`config.mk`:
```
export PLATFORM = sky130hd
export DESIGN_NAME = dpps_ctrl
export DESIGN_NICKNAME = d
export VERILOG_FILES = /design/src/dpps_pkg.sv /design/src/dpps_ctrl.sv
export SDC_FILE = /design/constraint.sdc
export NUM_CORES = 1
export LEC_CHECK = 0
export BUFFER_PORTS_ARGS = -buffer_cell sky130_fd_sc_hd__buf_2
export CORE_MARGIN = 2
export CORE_UTILIZATION = 58
export DETAILED_ROUTE_END_ITERATION = 6
export GPL_TIMING_DRIVEN = 0
export PLACE_DENSITY = 0.88
export SLEW_MARGIN = 10
export SYNTH_ARGS = -nofsm -noshare
export SYNTH_HDL_FRONTEND = slang
export SYNTH_SLANG_ARGS = --single-unit
```
`constraint.sdc`:
```
create_clock -name i_mclk -period 3 [get_ports i_mclk]
set_input_delay 0.15 -clock i_mclk [delete_from_list [all_inputs] [get_ports i_mclk]]
set_output_delay 0.15 -clock i_mclk [all_outputs]
set_load 0.02 [all_outputs]
```
`src/dpps_pkg.sv`:
```
// Constants and types for the dual-port power state controller
package dpps_pkg;
	// ---------------------------------------------
	// Register map and fields
	// ---------------------------------------------
	localparam logic [7:0] ADDR_CFG1 = 8'h11;
	localparam logic [7:0] ADDR_CFG2 = 8'h12;
	localparam logic [7:0] ADDR_STAT1 = 8'h13;
	localparam logic [7:0] ADDR_STAT2 = 8'h14;
	localparam logic [7:0] ADDR_STATE = 8'h15;
	localparam int CFG_EN_BIT = 0;
	localparam int CFG_ENABLE_PIN_IGNORE_BIT_BIT = 1;
	localparam int CFG_AUTO_REC_BIT = 2;
	localparam int CFG_CYC_LSB = 4;
	localparam logic [7:0] CFG1_MASK = 8'h77;
	localparam logic [7:0] CFG2_MASK = 8'h01;
	localparam logic [7:0] CFG1_RST = 8'h24;
	// Fault status bit positions
	localparam int FLT_W = 7;
	localparam int FLT_TSD_HI = 0;
	localparam int FLT_OVC = 1;
	localparam int FLT_BUS_UV = 2;
	localparam int FLT_BACKV = 3;
	localparam int FLT_DISCH = 4;
	localparam int FLT_SRC_OV = 5;
	localparam int FLT_TSD_LO = 6;
	// ---------------------------------------------
	// Timing
	// ---------------------------------------------
	localparam int CLK_PERIOD_NS = 10;
	localparam int T_MS_NS = 1000000;
	localparam int MS_CYCLES = T_MS_NS / CLK_PERIOD_NS;
	localparam int MS_CNT_W = 17;
	localparam int T_CYC_BASE_MS = 15;
	localparam int T_CYC_STEP_MS = 5;
	localparam int T_IDLE_SLEEP_MS = 10;
	localparam int REC_CNT_W = 6;
	localparam int IDLE_CNT_W = 8;
	localparam logic [1:0] BOOT_SAMPLE = 2'h2;
	localparam int FIN_W = 14;
	// ---------------------------------------------
	// Enumerations and state
	// ---------------------------------------------
	typedef enum logic [1:0] {
		ST_SLEEP = 2'h0,
		ST_AWAKE = 2'h1,
		ST_ACTIVE = 2'h3,
		ST_ERROR = 2'h2
	} dpps_state_e;
	localparam logic [2:0] STRAP_22K = 3'h0;
	localparam logic [2:0] STRAP_27K = 3'h1;
	localparam logic [2:0] STRAP_33K = 3'h2;
	localparam logic [2:0] STRAP_120K = 3'h3;
	localparam logic [2:0] STRAP_150K = 3'h4;
	localparam logic [2:0] STRAP_VDD = 3'h5;
	localparam logic [1:0] ILIM_3A5 = 2'h0;
	localparam logic [1:0] ILIM_4A3 = 2'h1;
	localparam logic [1:0] ILIM_5A2 = 2'h2;
	typedef struct packed {
		logic [1:0] en_s1, en_s2, en_d, pwrup_en, sw_on, alert_oe, chan_err, ilim;
		logic smclk_s1, smclk_s2, smclk_d, strap_done, smbus_mode, act_low;
		logic [2:0] strap_s1, strap_s2;
		logic [FIN_W-1:0] flt_s1, flt_s2;
		logic [1:0] boot_cnt;
		logic [7:0] cfg1, cfg2, rdata;
		logic rvalid, ms_tick;
		logic [FLT_W-1:0] stat1, stat2;
		dpps_state_e state;
		logic [1:0][REC_CNT_W-1:0] rec_cnt;
		logic [MS_CNT_W-1:0] ms_cnt;
		logic [IDLE_CNT_W-1:0] idle_cnt;
	} dpps_regs_s;
	localparam dpps_regs_s REGS_RST = '{cfg1: CFG1_RST, state: ST_SLEEP, default: '0};
endpackage

```
`src/dpps_ctrl.sv`:
```
// Power state and fault controller for a dual USB port power switch
//
// Function
// - Port enable control is pin OR config enable bit at 11h/12h.
// - Supply below threshold holds all logic reset, switches open.
// - Sleep only when both controls disabled; any enable leaves Sleep unless source undervoltage.
// - Sleep opens both switches and releases both fault outputs.
// - In Sleep only single-byte accesses; block accesses are ignored.
// - First read in Sleep wakes device and returns zero.
// - Awake device returns to Sleep after idle interval if disabled.
// - Entering Active closes every enabled port switch.
// - No Active, no closed switch under source undervoltage or none enabled.
// - In Active only enabled ports on; others off and discharged.
// - Thermal high, overcurrent, bus UV, back-voltage, discharge, source OV cause Error.
// - Low thermal trip plus CC mode, enable rise or power-up enable cause Error.
// - Error opens the affected switch and asserts its fault output.
// - Fault handling is per channel; the other port may stay on.
// - Error is evaluated before Active in the same cycle.
// - Each detected fault is recorded in its channel status register.
// - Auto-recovery checks faults every cycle time; clear returns Active.
// - With auto-recovery, enables dropping in Error keep Error; Sleep follows once cleared.
// - Strap selects mode, enable polarity and current limit, six codes.
// - Stand-alone mode ignores register accesses; bus clock edges still reset the idle timer.
// - Fault outputs only pull low or release.
// - Strap sampled once after reset and held until next reset.
// - Recovery cycle time defaults to 25 ms, programmable 15 to 50 ms.
// - Pin-ignore bit in management mode uses register enable bits only.
module dpps_ctrl #(
	parameter int P_MS_CYCLES = dpps_pkg::MS_CYCLES,
	parameter int P_IDLE_MS = dpps_pkg::T_IDLE_SLEEP_MS
) (
	input wire logic i_mclk,
	input wire logic i_rst_b,
	input wire logic i_port1_enable_in,
	input wire logic i_port2_enable_in,
	input wire logic i_smclk,
	input wire logic [2:0] i_mode_limit_strap,
	input wire logic i_tsd_high,
	input wire logic i_tsd_low,
	input wire logic i_source_overvoltage,
	input wire logic i_source_undervoltage_level,
	input wire logic [1:0] i_overcurrent_limit,
	input wire logic [1:0] i_port_cc_mode,
	input wire logic [1:0] i_port_bus_uv,
	input wire logic [1:0] i_port_back_voltage,
	input wire logic [1:0] i_port_discharge_err,
	input wire logic i_reg_wr,
	input wire logic i_reg_rd,
	input wire logic i_reg_block,
	input wire logic [7:0] i_reg_addr,
	input wire logic [7:0] i_reg_wdata,
	output logic [7:0] o_reg_rdata,
	output logic o_reg_rvalid,
	output logic [1:0] o_port_switch_on,
	output logic [1:0] o_port_discharge,
	output logic o_alert1_b_o,
	output logic o_alert1_b_oe,
	output logic o_alert2_b_o,
	output logic o_alert2_b_oe,
	output logic o_smbus_mode,
	output logic o_enable_active_low,
	output logic [1:0] o_port_current_limit,
	output dpps_pkg::dpps_state_e o_power_state
);
	import dpps_pkg::*;

	localparam logic [MS_CNT_W-1:0] MS_LAST = MS_CNT_W'(P_MS_CYCLES - 1);
	localparam logic [IDLE_CNT_W-1:0] IDLE_LAST = IDLE_CNT_W'(P_IDLE_MS);

	dpps_regs_s r, n;
	logic tsd_hi, tsd_lo, s_ov, s_uv;
	logic [1:0] ovc, ccm, buv, bkv, dis;
	logic [1:0] pin_act, en_bits, en_ctl, en_rise, lvl, lo_trip, det;
	logic enable_pin_ignore_bit, en_any, act_req, watch, acc_ok, activity, idle_done;
	logic [REC_CNT_W-1:0] cyc_last;

	// ---------------------------------------------
	// Decoded conditions
	// ---------------------------------------------
	// Synchronised detector outputs, unpacked
	assign {tsd_hi, tsd_lo, s_ov, s_uv, ovc, ccm, buv, bkv, dis} = r.flt_s2;
	assign enable_pin_ignore_bit = r.smbus_mode & r.cfg1[CFG_ENABLE_PIN_IGNORE_BIT_BIT];
	assign pin_act = r.en_s2 ^ {2{r.act_low}};
	assign en_bits = {r.cfg2[CFG_EN_BIT], r.cfg1[CFG_EN_BIT]};
	assign en_ctl = r.strap_done ? ((pin_act & ~{2{enable_pin_ignore_bit}}) | en_bits) : 2'b00;
	assign en_any = |en_ctl;
	assign en_rise = en_ctl & ~r.en_d;
	assign act_req = r.strap_done & en_any & ~s_uv;
	assign watch = act_req | (r.state == ST_ACTIVE) | (r.state == ST_ERROR);
	assign lvl = {2{tsd_hi | s_ov}} | ovc | buv | bkv | dis | ({2{tsd_lo}} & ccm);
	assign lo_trip = {2{tsd_lo}} & (ccm | en_rise | r.pwrup_en);
	assign det = {2{watch}} & (lvl | lo_trip);
	// bus only in SMBus mode; no block in Sleep
	assign acc_ok = r.smbus_mode & r.strap_done & ~(i_reg_block & (r.state == ST_SLEEP));
	assign activity = (acc_ok & (i_reg_rd | i_reg_wr)) | (r.smclk_s2 ^ r.smclk_d);
	assign idle_done = r.idle_cnt >= IDLE_LAST;
	// 15 ms plus 5 ms steps
	assign cyc_last = REC_CNT_W'(T_CYC_BASE_MS - 1)
		+ REC_CNT_W'(T_CYC_STEP_MS) * REC_CNT_W'(r.cfg1[CFG_CYC_LSB+:3]);

	// Fault cause bits of one channel
	function automatic logic [FLT_W-1:0] cause(input int ch);
		logic [FLT_W-1:0] c;
		c = '0;
		c[FLT_TSD_HI] = tsd_hi;
		c[FLT_OVC] = ovc[ch];
		c[FLT_BUS_UV] = buv[ch];
		c[FLT_BACKV] = bkv[ch];
		c[FLT_DISCH] = dis[ch];
		c[FLT_SRC_OV] = s_ov;
		c[FLT_TSD_LO] = lo_trip[ch];
		return c;
	endfunction

	// ---------------------------------------------
	// Next-state logic
	// ---------------------------------------------
	always_comb begin
		n = r;
		n.en_s1 = {i_port2_enable_in, i_port1_enable_in};
		n.en_s2 = r.en_s1;
		n.smclk_s1 = i_smclk;
		n.smclk_s2 = r.smclk_s1;
		n.smclk_d = r.smclk_s2;
		n.strap_s1 = i_mode_limit_strap;
		n.strap_s2 = r.strap_s1;
		n.flt_s1 = {i_tsd_high, i_tsd_low, i_source_overvoltage, i_source_undervoltage_level,
			i_overcurrent_limit, i_port_cc_mode, i_port_bus_uv, i_port_back_voltage,
			i_port_discharge_err};
		n.flt_s2 = r.flt_s1;
		n.en_d = en_ctl;
		n.rvalid = 1'b0;
		// Millisecond tick for the slow timers
		n.ms_tick = (r.ms_cnt == MS_LAST);
		n.ms_cnt = n.ms_tick ? '0 : r.ms_cnt + MS_CNT_W'(1);
		// strap caught once, after sync pipe fills
		n.pwrup_en = 2'b00;
		if (!r.strap_done) begin
			if (r.boot_cnt == BOOT_SAMPLE) begin
				n.strap_done = 1'b1;
				case (r.strap_s2)
					STRAP_22K: {n.smbus_mode, n.act_low, n.ilim} = {2'b10, ILIM_3A5};
					STRAP_27K: {n.smbus_mode, n.act_low, n.ilim} = {2'b10, ILIM_4A3};
					STRAP_33K: {n.smbus_mode, n.act_low, n.ilim} = {2'b10, ILIM_5A2};
					STRAP_120K: {n.smbus_mode, n.act_low, n.ilim} = {2'b01, ILIM_3A5};
					STRAP_150K: {n.smbus_mode, n.act_low, n.ilim} = {2'b01, ILIM_4A3};
					STRAP_VDD: {n.smbus_mode, n.act_low, n.ilim} = {2'b01, ILIM_5A2};
					default: {n.smbus_mode, n.act_low, n.ilim} = {2'b10, ILIM_3A5};
				endcase
				n.pwrup_en = r.en_s2 ^ {2{n.act_low}};
			end else begin
				n.boot_cnt = r.boot_cnt + 2'h1;
			end
		end
		// Register reads; status clears on read, new fault set wins
		if (acc_ok && i_reg_rd) begin
			n.rvalid = 1'b1;
			case (i_reg_addr)
				ADDR_CFG1: n.rdata = r.cfg1;
				ADDR_CFG2: n.rdata = r.cfg2;
				ADDR_STAT1: n.rdata = {1'b0, r.stat1};
				ADDR_STAT2: n.rdata = {1'b0, r.stat2};
				ADDR_STATE: n.rdata = {6'h00, r.state};
				default: n.rdata = 8'h00;
			endcase
			if (i_reg_addr == ADDR_STAT1) n.stat1 = '0;
			if (i_reg_addr == ADDR_STAT2) n.stat2 = '0;
			if (r.state == ST_SLEEP) n.rdata = 8'h00;
		end
		// Register writes, reserved bits kept at zero
		if (acc_ok && i_reg_wr) begin
			if (i_reg_addr == ADDR_CFG1) n.cfg1 = i_reg_wdata & CFG1_MASK;
			if (i_reg_addr == ADDR_CFG2) n.cfg2 = i_reg_wdata & CFG2_MASK;
		end
		if (det[0]) n.stat1 = n.stat1 | cause(0);
		if (det[1]) n.stat2 = n.stat2 | cause(1);
		// Per-channel fault handling
		for (int i = 0; i < 2; i++) begin
			if (r.chan_err[i]) begin
				if (r.ms_tick) begin
					n.rec_cnt[i] = r.rec_cnt[i] + REC_CNT_W'(1);
					// check all causes each cycle time
					if (r.rec_cnt[i] == cyc_last) begin
						n.rec_cnt[i] = '0;
						// A cause seen in the check cycle itself keeps the channel faulted
						if (r.cfg1[CFG_AUTO_REC_BIT] && !det[i]) n.chan_err[i] = 1'b0;
					end
				end
				// Latched handling: released by dropping the enable
				if (!r.cfg1[CFG_AUTO_REC_BIT] && !en_ctl[i] && !det[i]) begin
					n.chan_err[i] = 1'b0;
				end
			end else if (det[i]) begin
				n.chan_err[i] = 1'b1;
				n.rec_cnt[i] = '0;
			end
		end
		// Idle timer for the return to Sleep
		if (activity) begin
			n.idle_cnt = '0;
		end else if (r.ms_tick && !idle_done) begin
			n.idle_cnt = r.idle_cnt + IDLE_CNT_W'(1);
		end
		if (!r.strap_done) begin
			n.state = ST_SLEEP;
		end else if (|n.chan_err) begin
			n.state = ST_ERROR;
		end else if (act_req) begin
			n.state = ST_ACTIVE;
		end else begin
			case (r.state)
				ST_SLEEP: n.state = (acc_ok && i_reg_rd) ? ST_AWAKE : ST_SLEEP;
				ST_AWAKE: n.state = (idle_done && !en_any) ? ST_SLEEP : ST_AWAKE;
				default: n.state = en_any ? ST_AWAKE : ST_SLEEP;
			endcase
		end
		n.sw_on = ((n.state == ST_ACTIVE) || (n.state == ST_ERROR)) && !s_uv ?
			en_ctl & ~n.chan_err : 2'b00;
		n.alert_oe = (n.state == ST_SLEEP) ? 2'b00 : n.chan_err;
	end

	// State register; supply reset loads REGS_RST, cfg1 to 24h and all else cleared
	always_ff @(posedge i_mclk or negedge i_rst_b) begin
		if (!i_rst_b) begin
			r <= REGS_RST;
		end else begin
			r <= n;
		end
	end

	// ---------------------------------------------
	// Outputs
	// ---------------------------------------------
	assign o_reg_rdata = r.rdata;
	assign o_reg_rvalid = r.rvalid;
	assign o_port_switch_on = r.sw_on;
	// Disabled outputs are pulled toward ground
	assign o_port_discharge = ~r.sw_on;
	assign o_alert1_b_o = 1'b0;
	assign o_alert2_b_o = 1'b0;
	assign o_alert1_b_oe = r.alert_oe[0];
	assign o_alert2_b_oe = r.alert_oe[1];
	assign o_smbus_mode = r.smbus_mode;
	assign o_enable_active_low = r.act_low;
	assign o_port_current_limit = r.ilim;
	assign o_power_state = r.state;
endmodule // dpps_ctrl

```
### Word-level counts from Yosys, hierarchy flattened

Index checks and enable logic that the tools add are counted.

| word-level totals | value |
|---|---|
| register bits | 128 |
| input bits | 41 |
| output and inout port bits | 23 |
| logic and storage cells | 185 |

| operators by class | value |
|---|---|
| $add $sub $neg | 6 |
| multiply operators | 1 |
| magnitude comparators | 1 |
| equality and inequality tests | 21 |
| mux-type cells | 49 |
| bitwise gates (word level) | 40 |
| reductions and logical operators | 36 |

Operators with widths:

| operator | number |
|---|---|
| 6-bit 2-to-1 mux | 8 |
| 8-bit by 5-bit equality test with 1-bit output, second input constant | 5 |
| 7-bit 2-to-1 mux | 5 |
| 7-bit one-hot mux with 5 select lines | 1 |
| 2-bit 2-to-1 mux | 11 |
| 2-bit bitwise OR | 9 |
| 17-bit by 1-bit adder with 17-bit output, second input constant | 1 |
| 17-bit equality test, second input constant | 1 |
| 17-bit 2-to-1 mux | 1 |
| 1-bit 2-to-1 mux | 16 |
| 8-bit 2-to-1 mux | 2 |
| 14-bit 2-to-1 mux | 1 |
| 7-bit bitwise OR | 2 |
| 6-bit by 1-bit adder with 6-bit output, second input constant | 2 |
| 2-bit AND | 6 |
| 6-bit equality test | 2 |
| 2-bit AND reduction | 6 |
| 1-bit logical AND | 11 |
| 2-bit equality test, second input constant | 5 |
| 8-bit by 1-bit adder with 8-bit output, second input constant | 1 |
| 8-bit by 4-bit >= comparator with 1-bit output, second input constant | 1 |
| 1-bit logical NOT | 8 |
| 2-bit NOT | 4 |
| 2-bit OR reduction | 4 |
| 20 further kinds | 41 |

### Longest topological paths before layout

Gate-level depths: netlist of the first run.

| logic depth | value |
|---|---|
| word-level depth | 25 |
| mapped depth | 7 |

### Worst setup path after synthesis of the first run

OpenSTA, ideal clock, no wires.

| timing | value |
|---|---|
| path type | register to register |
| from | reg r[76] in the netlist's numbering |
| to | reg r (netlist bit o_power_state[1]) |
| setup time | 129 ps |
| data arrival time | 2258 ps |
| required time | 2871 ps |
| slack | 613 ps |
| stages on the path, launching flop included | 8 |
| cell sequence | dfstp_2 > inv_1 > fa_1 > xor2_1 > o211ai_1 > nor3_1 > nor2_1 > o41a_1 |

RTL lines:

| what | RTL line | text |
|---|---|---|
| from (decl) | dpps_ctrl.sv:70 | `dpps_regs_s r, n;` |
| from (signal assigned) | dpps_ctrl.sv:227 | `r <= n;` |

==> results of run 1 <==
==> Yosys cell counts (2+ instances only) <==
master and n:
dfrtp_1 125, nand2_1 47, nor2_1 43, xor2_1 23, a22o_1 20, inv_1 18, nand3_1 17, buf_4 16
o21ai_0 16, a21oi_1 11, nor3_1 11, xnor2_1 10, mux2_2 9, or3_1 9, ha_1 8, and2_1 6
clkbuf_1 6, o211ai_1 6, nor2b_1 5, o22ai_1 5, a222oi_1 4, nand2b_1 4, nand4_1 4, nor4_1 4
o221ai_1 4, or2_2 4, a22oi_1 3, mux2i_1 3, o21a_1 3, o31ai_1 3, a211o_1 2, a221o_1 2
and3_1 2, dfstp_2 2, fa_1 2, nor4b_1 2, o21ba_2 2, o2bb2ai_1 2, or4_1 2
==> logic make-up (layout without fill, tap and decap cells) <==
| family | count (synthesis) | after routing | share of synthesized area |
|---|---|---|---|
| simple gates | 163 | 163 | 0.143 |
| flops | 127 | 127 | 0.576 |
| compound gates | 99 | 99 | 0.138 |
| buf+inv | 42 | 157 | 0.0410 |
| xor+xnor | 33 | 33 | 0.0524 |
| mux | 12 | 12 | 0.0238 |
| fa+ha+maj | 10 | 10 | 0.0254 |
| other cells | 1 | 3 | 0.000679 |
==> path summary, 6_finish.rpt <==
kind,from,endpoint,depth (start not counted)
max in group asynchronous,i_rst_b,ccm[0]$_DFF_PN0_,3
worst min register to register,n[86]$_DFF_PN0_,buv[1]$_DFF_PN0_,0
worst max register to register,r[76]$_DFFE_PN1P_,o_power_state[1]$_DFF_PN0_,7
worst max-delay path,r[76]$_DFFE_PN1P_,o_power_state[1]$_DFF_PN0_,7
worst min-delay path,i_rst_b,r[29]$_DFFE_PN0P_,2
min in group i_mclk,i_reg_addr[2],o_reg_rdata[0]$_DFFE_PN0P_,3
==> worst max-delay path, stage by stage, from the launching register on <==
cell and delay, ps:
dfstp_2 620, inv_1 140, fa_1 630, xor2_1 160
o211ai_1 200, nor3_1 330, nor2_1 100, o41a_1 440
==> layout by cell type (no fill, tap or decap), drive strengths merged, types with 4 or more instances in the layout <==
cell,Yosys,layout
a222oi,4,4
nand2b,4,4
or2,4,4
nand2,47,47
ha,8,8
clkbuf,6,24
o21ai,16,16
nand3,17,17
o211ai,6,6
a22o,20,20
xnor2,10,10
dfrtp,125,125
or3,9,9
nor2,43,43
o221ai,4,4
inv,18,22
dlygate4sd3,0,27
xor2,23,23
clkinv,0,4
mux2,9,9
o22ai,5,5
bufinv,0,4
nor3,12,12
nor4,5,5
a21oi,13,13
and2,6,6
buf,18,74
nand4,4,4
nor2b,5,5
==> power groups by stage <==
stage	logic (mW)	registers [mW]	clock network [mW]
global route	0.251	1.79	2.28
detailed placement	0.193	1.82	0
global placement	0.181	1.81	0
CTS	0.227	1.79	2.19
finish	0.228	1.79	2.17
floorplan	0.101	1.81	0
==> area by class of cell <==
class | instances | area, µm²
Sequential cell | 127 | 3180
Buffer | 24 | 159
Inverter | 18 | 67.6
Fill cell | 549 | 2350
Tap cell | 129 | 161
Clock inverter | 14 | 206
Timing Repair Buffer | 83 | 579
Multi-Input combinational cell | 320 | 2120
Clock buffer | 18 | 418
==> per-stage QoR <==
step / instances / instance area, µm²
5_1_grt: 733 / 6890
3_5_place_dp: 674 / 6000
2_1_floorplan: 489 / 5530
6_report: 733 / 6890
3_3_place_gp: 673 / 5960
4_1_cts: 733 / 6890
==> timing repair <==
action | 4_1_cts | 5_1_grt
hold endpoints to repair | 86 | 0
setup endpoints to repair | 0 | 0
hold buffers | 27 | 0
==> routing by layer <==
layer | global-route usage | up-vias
li1 | - | 1928
met5 | 0 | -
met3 | 0.0904 | 55
met1 | 0.326 | 2081
met4 | 0.137 | 0
met2 | 0.470 | 195
==> results.md, run 1 <==
- First-pass GRT wire length: 21800 µm
- Normalized max-slew margin: 0.281
- P_int: 3.22 mW
- M1 wire length: 5030 µm
- Comb pwr share: 0.055
- Sw Ratio: 0.231
- # IOs: 64
- Crit path required time: 3400 ps
- Setup Fix Bufs, Post-CTS: 0
- CP startpoint kind: flip-flop
- PostCTS Resize Cnt: 0
- Final setup TNS: 0 ps
- Worst setup path category: flip-flop to flip-flop
- Synth area leader: dfrtp_1
- Post-layout util: 0.746
- Largest cells by area after synthesis: dfrtp_1, xor2_1, nand2_1
- Sequential share of the synthesized area: 0.576
- Netlist cell types: 61
- Syn Inst Count: 487
- Die X: 102 µm
- Die Span Y: 102 µm
- Post-synth top area share: 0.567
- Reg power frac: 0.427
- CP Capture Type: flip-flop
- Power Total: 4.19 mW
- Leakage: 3.13 nW
- Setup WS pre-CTS: 297 ps
- Total Wirelength: 13100 µm
- Clock share of power: 0.518
- CTS Buf Count: 17
- Drt wl/cell: 17.9 µm
- Grt ovf: 0
- Met2 routed wirelength: 6690 µm
- CORE AREA: 9240 µm²
- Ys flop type: dfrtp_1
- Syn Area/Cell: 11.3 µm²
- Post-synth ARST share: 1.00
- Final Setup Violations: 0
- Post-synth EDFFs: 0
- # clock sinks: 127
- Starting Density: 0.597
- Largest net degree at the start of global routing: 69
- Share of cells above drive strength 1: 0.214
- Final #Nets: 642
- Syn. warnings: 0
- Initial drt markers: 330
- Psw: 0.965 mW
- TritonCTS clock tree: yes
- Final Hold Vio Count: 0
- DRC viols: 0
- Worst Tran Pin Value: 1070 ps
- R2R Setup Slk: 270 ps
- Clock buffer depth: 2
- DR vias: 4259
- Largest register by flop count: r
- Die area: 10300 µm²
- Max-slew violations: 0
- Minimum clock period: 2730 ps
- Synth Register Bits: 127
- Clock root buffer: clkbuf_8
- Number of max-cap violations: 0
- WHS: 156 ps
- Final period utilization: 0.911
- Vias per inst: 5.81
- Max FFs per register: 76
- Site Rows: 35
- Post-DRT Antenna Nets: 0
- Layout Area Growth over Synthesis: 24.9%
- Syn Std Cell Area: 5520 µm²
- PortBufs: 55
- Crit path max fanout: 6
- H-tree depth: 4
- Final worst slack: 266 ps
- Unrepaired setup endpoints after global routing: false
- Clk Latency, worst-skew pair: 520 ps
- Placer congestion estimate: 0.919
- Skew final: 7.81 ps
- Worst VDD drop: 0.000504 V
- Top layer in use: met4
- N_diodes: 0
- Crit path DAT: 3130 ps
- Max Clock Freq: 366 MHz
- Iteration count of the initial detailed-routing pass: 5
- GRT Total Usage: 0.280
- Initial antenna violation count: 0
- Met3 WL: 897 µm
- Class of the worst hold path: primary input to async pin
- Clock-pin transition on the worst setup and hold timing paths: 60 ps
- Post-DP HPWL: 8150 µm
- Power Dens Cells: 607 nW/µm²
- Vias in the first global route: 4509
- Status: finished, final reports clean
No activity file was read; power rests on OpenSTA's default activity.
==> run 2, diff against run 1 <==
--- a/config.mk
+++ b/config.mk
@@ -10,6 +10,7 @@
 export CORE_UTILIZATION = 58
 export DETAILED_ROUTE_END_ITERATION = 6
 export GPL_TIMING_DRIVEN = 0
+export MAX_ROUTING_LAYER = met4
 export PLACE_DENSITY = 0.88
 export SLEW_MARGIN = 10
 export SYNTH_ARGS = -nofsm -noshare
==> run 2 against run 1 <==
  * Sequential share of layout area is 0.19 points higher
  * Clock-buffer cell count down 1
  * Global-route usage down 0.41 points
  * Wire length is 2.6% lower
  * Power decreased by 3.0%
  * Clock power decreased by 6%
  * Final cell count decreased by 0.14%
  * Die area unchanged
  * Register-to-register slack is essentially flat
  * Critical path type unchanged
  * Largest power group unchanged
==> results.md, run 2 (same netlist as run 1, synthesis figures left out) <==
- Vias per inst: 5.89
- Die area: 10300 µm²
- DR vias: 4310
- Placer congestion estimate: 0.934
- CP Buf/Inv Count: 1
- Iteration count of the initial detailed-routing pass: 7
- Slowest CP cell: fa_1
- Max FFs per register: 76
- Final #Nets: 642
- Total Wirelength: 12800 µm
- Layout Area Growth over Synthesis: 24.3%
- CP delay by family, top: compound AO/OA/AOI/OAI gates
- Share of cells above drive strength 1: 0.214
- Post-DP HPWL: 8200 µm
- Unrepaired setup endpoints after global routing: false
- Final period utilization: 0.911
- H-tree depth: 4
- Max-slew violations: 0
- Site Rows: 35
- Largest register by flop count: r
- Skew final: 17.0 ps
- CORE AREA: 9240 µm²
- Final setup TNS: 0 ps
- Most frequent cells in the layout: dfrtp_1, buf_2, nand2_1, nor2_1, dlygate4sd3_1
- Die X: 102 µm
- Initial drt markers: 350
- CP startpoint kind: flip-flop
- Post-DRT Antenna Nets: 0
- First-pass GRT wire length: 21000 µm
- Minimum clock period: 2730 ps
- Vias in the first global route: 4282
- GRT Total Usage: 0.276
- N_diodes: 0
- Crit path required time: 3390 ps
- Final Setup Violations: 0
- Clk Latency, worst-skew pair: 520 ps
- Max stage delay on crit path: 630 ps
- Worst setup path category: flip-flop to flip-flop
- Clock-pin transition on the worst setup and hold timing paths: 60 ps
- Grt ovf: 0
- Max Clock Freq: 366 MHz
- Class of the worst hold path: primary input to async pin
- # clock sinks: 127
- Leakage: 3.12 nW
- Starting Density: 0.597
- Worst Tran Pin Value: 1200 ps
- Clock root buffer: clkbuf_8
- Status: finished, final reports clean
- Die Span Y: 102 µm
- DRC viols: 0
- Largest net degree at the start of global routing: 72
- TritonCTS clock tree: yes
- Clock buffer depth: 2
- Crit path DAT: 3120 ps
- Number of max-cap violations: 0
- Power Dens Cells: 591 nW/µm²
- Drt wl/cell: 17.5 µm
- Post-layout util: 0.743
- Normalized max-slew margin: 0.191
- Power Total: 4.06 mW
- Worst VDD drop: 0.000413 V
- Initial antenna violation count: 0
- Crit path max fanout: 6
- Critical path cell sequence: inv_1, fa_1, xor2_1, o211ai_1, nor3_1, nor2_1, o41a_1
- CP Capture Type: flip-flop
- PortBufs: 55
- Most common cell after layout, fill and taps aside: dfrtp_1
- CTS Buf Count: 17
- # IOs: 64
- Final Hold Vio Count: 0
run 2: cell types whose count changed in the layout (fill, tap and decap cells not counted):
cell / change
clkinvlp_4: -1
inv_8: -2
clkbuf_1: -1
bufinv_16: -1
clkinv_4: +1
inv_6: +3
run 2: final cells by class:
cell class / count / area, µm²
flip-flops and latches: 127 / 3180
fillers: 560 / 2380
multi-input cells: 320 / 2120
repair buffers: 83 / 579
clock buffers: 17 / 414
clock inverters: 14 / 181
well taps: 129 / 161
plain buffers: 24 / 159
inverters: 18 / 67.6
run 2: path summary, 6_finish.rpt:
| kind | from | end | slack, ps | cells past startpoint |
|---|---|---|---|---|
| max | r[76]$_DFFE_PN1P_ | o_power_state[1]$_DFF_PN0_ | 270 | 7 |
| min | i_rst_b | r[25]$_DFFE_PN0P_ | 160 | 2 |
| max reg2reg | r[76]$_DFFE_PN1P_ | o_power_state[1]$_DFF_PN0_ | 270 | 7 |
| min reg2reg | n[110]$_DFF_PN0_ | r[110]$_DFF_PN0_ | 350 | 0 |
| max in group asynchronous | i_rst_b | r[76]$_DFFE_PN1P_ | 2090 | 3 |
| min in group i_mclk | i_reg_addr[2] | o_reg_rdata[0]$_DFFE_PN0P_ | 170 | 3 |
run 2: metal layers:
| metal | wire length, µm | vias up | GRT usage |
|---|---|---|---|
| li1 | - | 1928 | - |
| met1 | 5050 | 2103 | 0.346 |
| met2 | 6390 | 232 | 0.432 |
| met3 | 903 | 47 | 0.0524 |
| met4 | 436 | 0 | 0.140 |
| met5 | 0 | - | - |
run 2: stage by stage:
step | area [µm²] | cells | hold WS, ps | worst slack, ps
CTS | 6860 | 732 | 141 | 259
floorplan | 5530 | 489 | -146 | 613
finish | 6860 | 732 | 160 | 266
global route | 6860 | 732 | 192 | 82.3
global placement | 5960 | 673 | 258 | 346
detailed placement | 6000 | 674 | 139 | 323
run 2: what timing repair did:
item,4_1_cts,5_1_grt
endpoints found under the hold margin,83,0
buffers inserted,0,0
hold buffers,27,0
gates resized for setup,0,0
run 2: report_power, final:
group,internal (mW),total [mW],switching [mW],leakage (nW)
sequential,1.76,1.79,0.0335,1.53
clock,1.28,2.04,0.768,0.290
combinational,0.0983,0.227,0.128,1.30
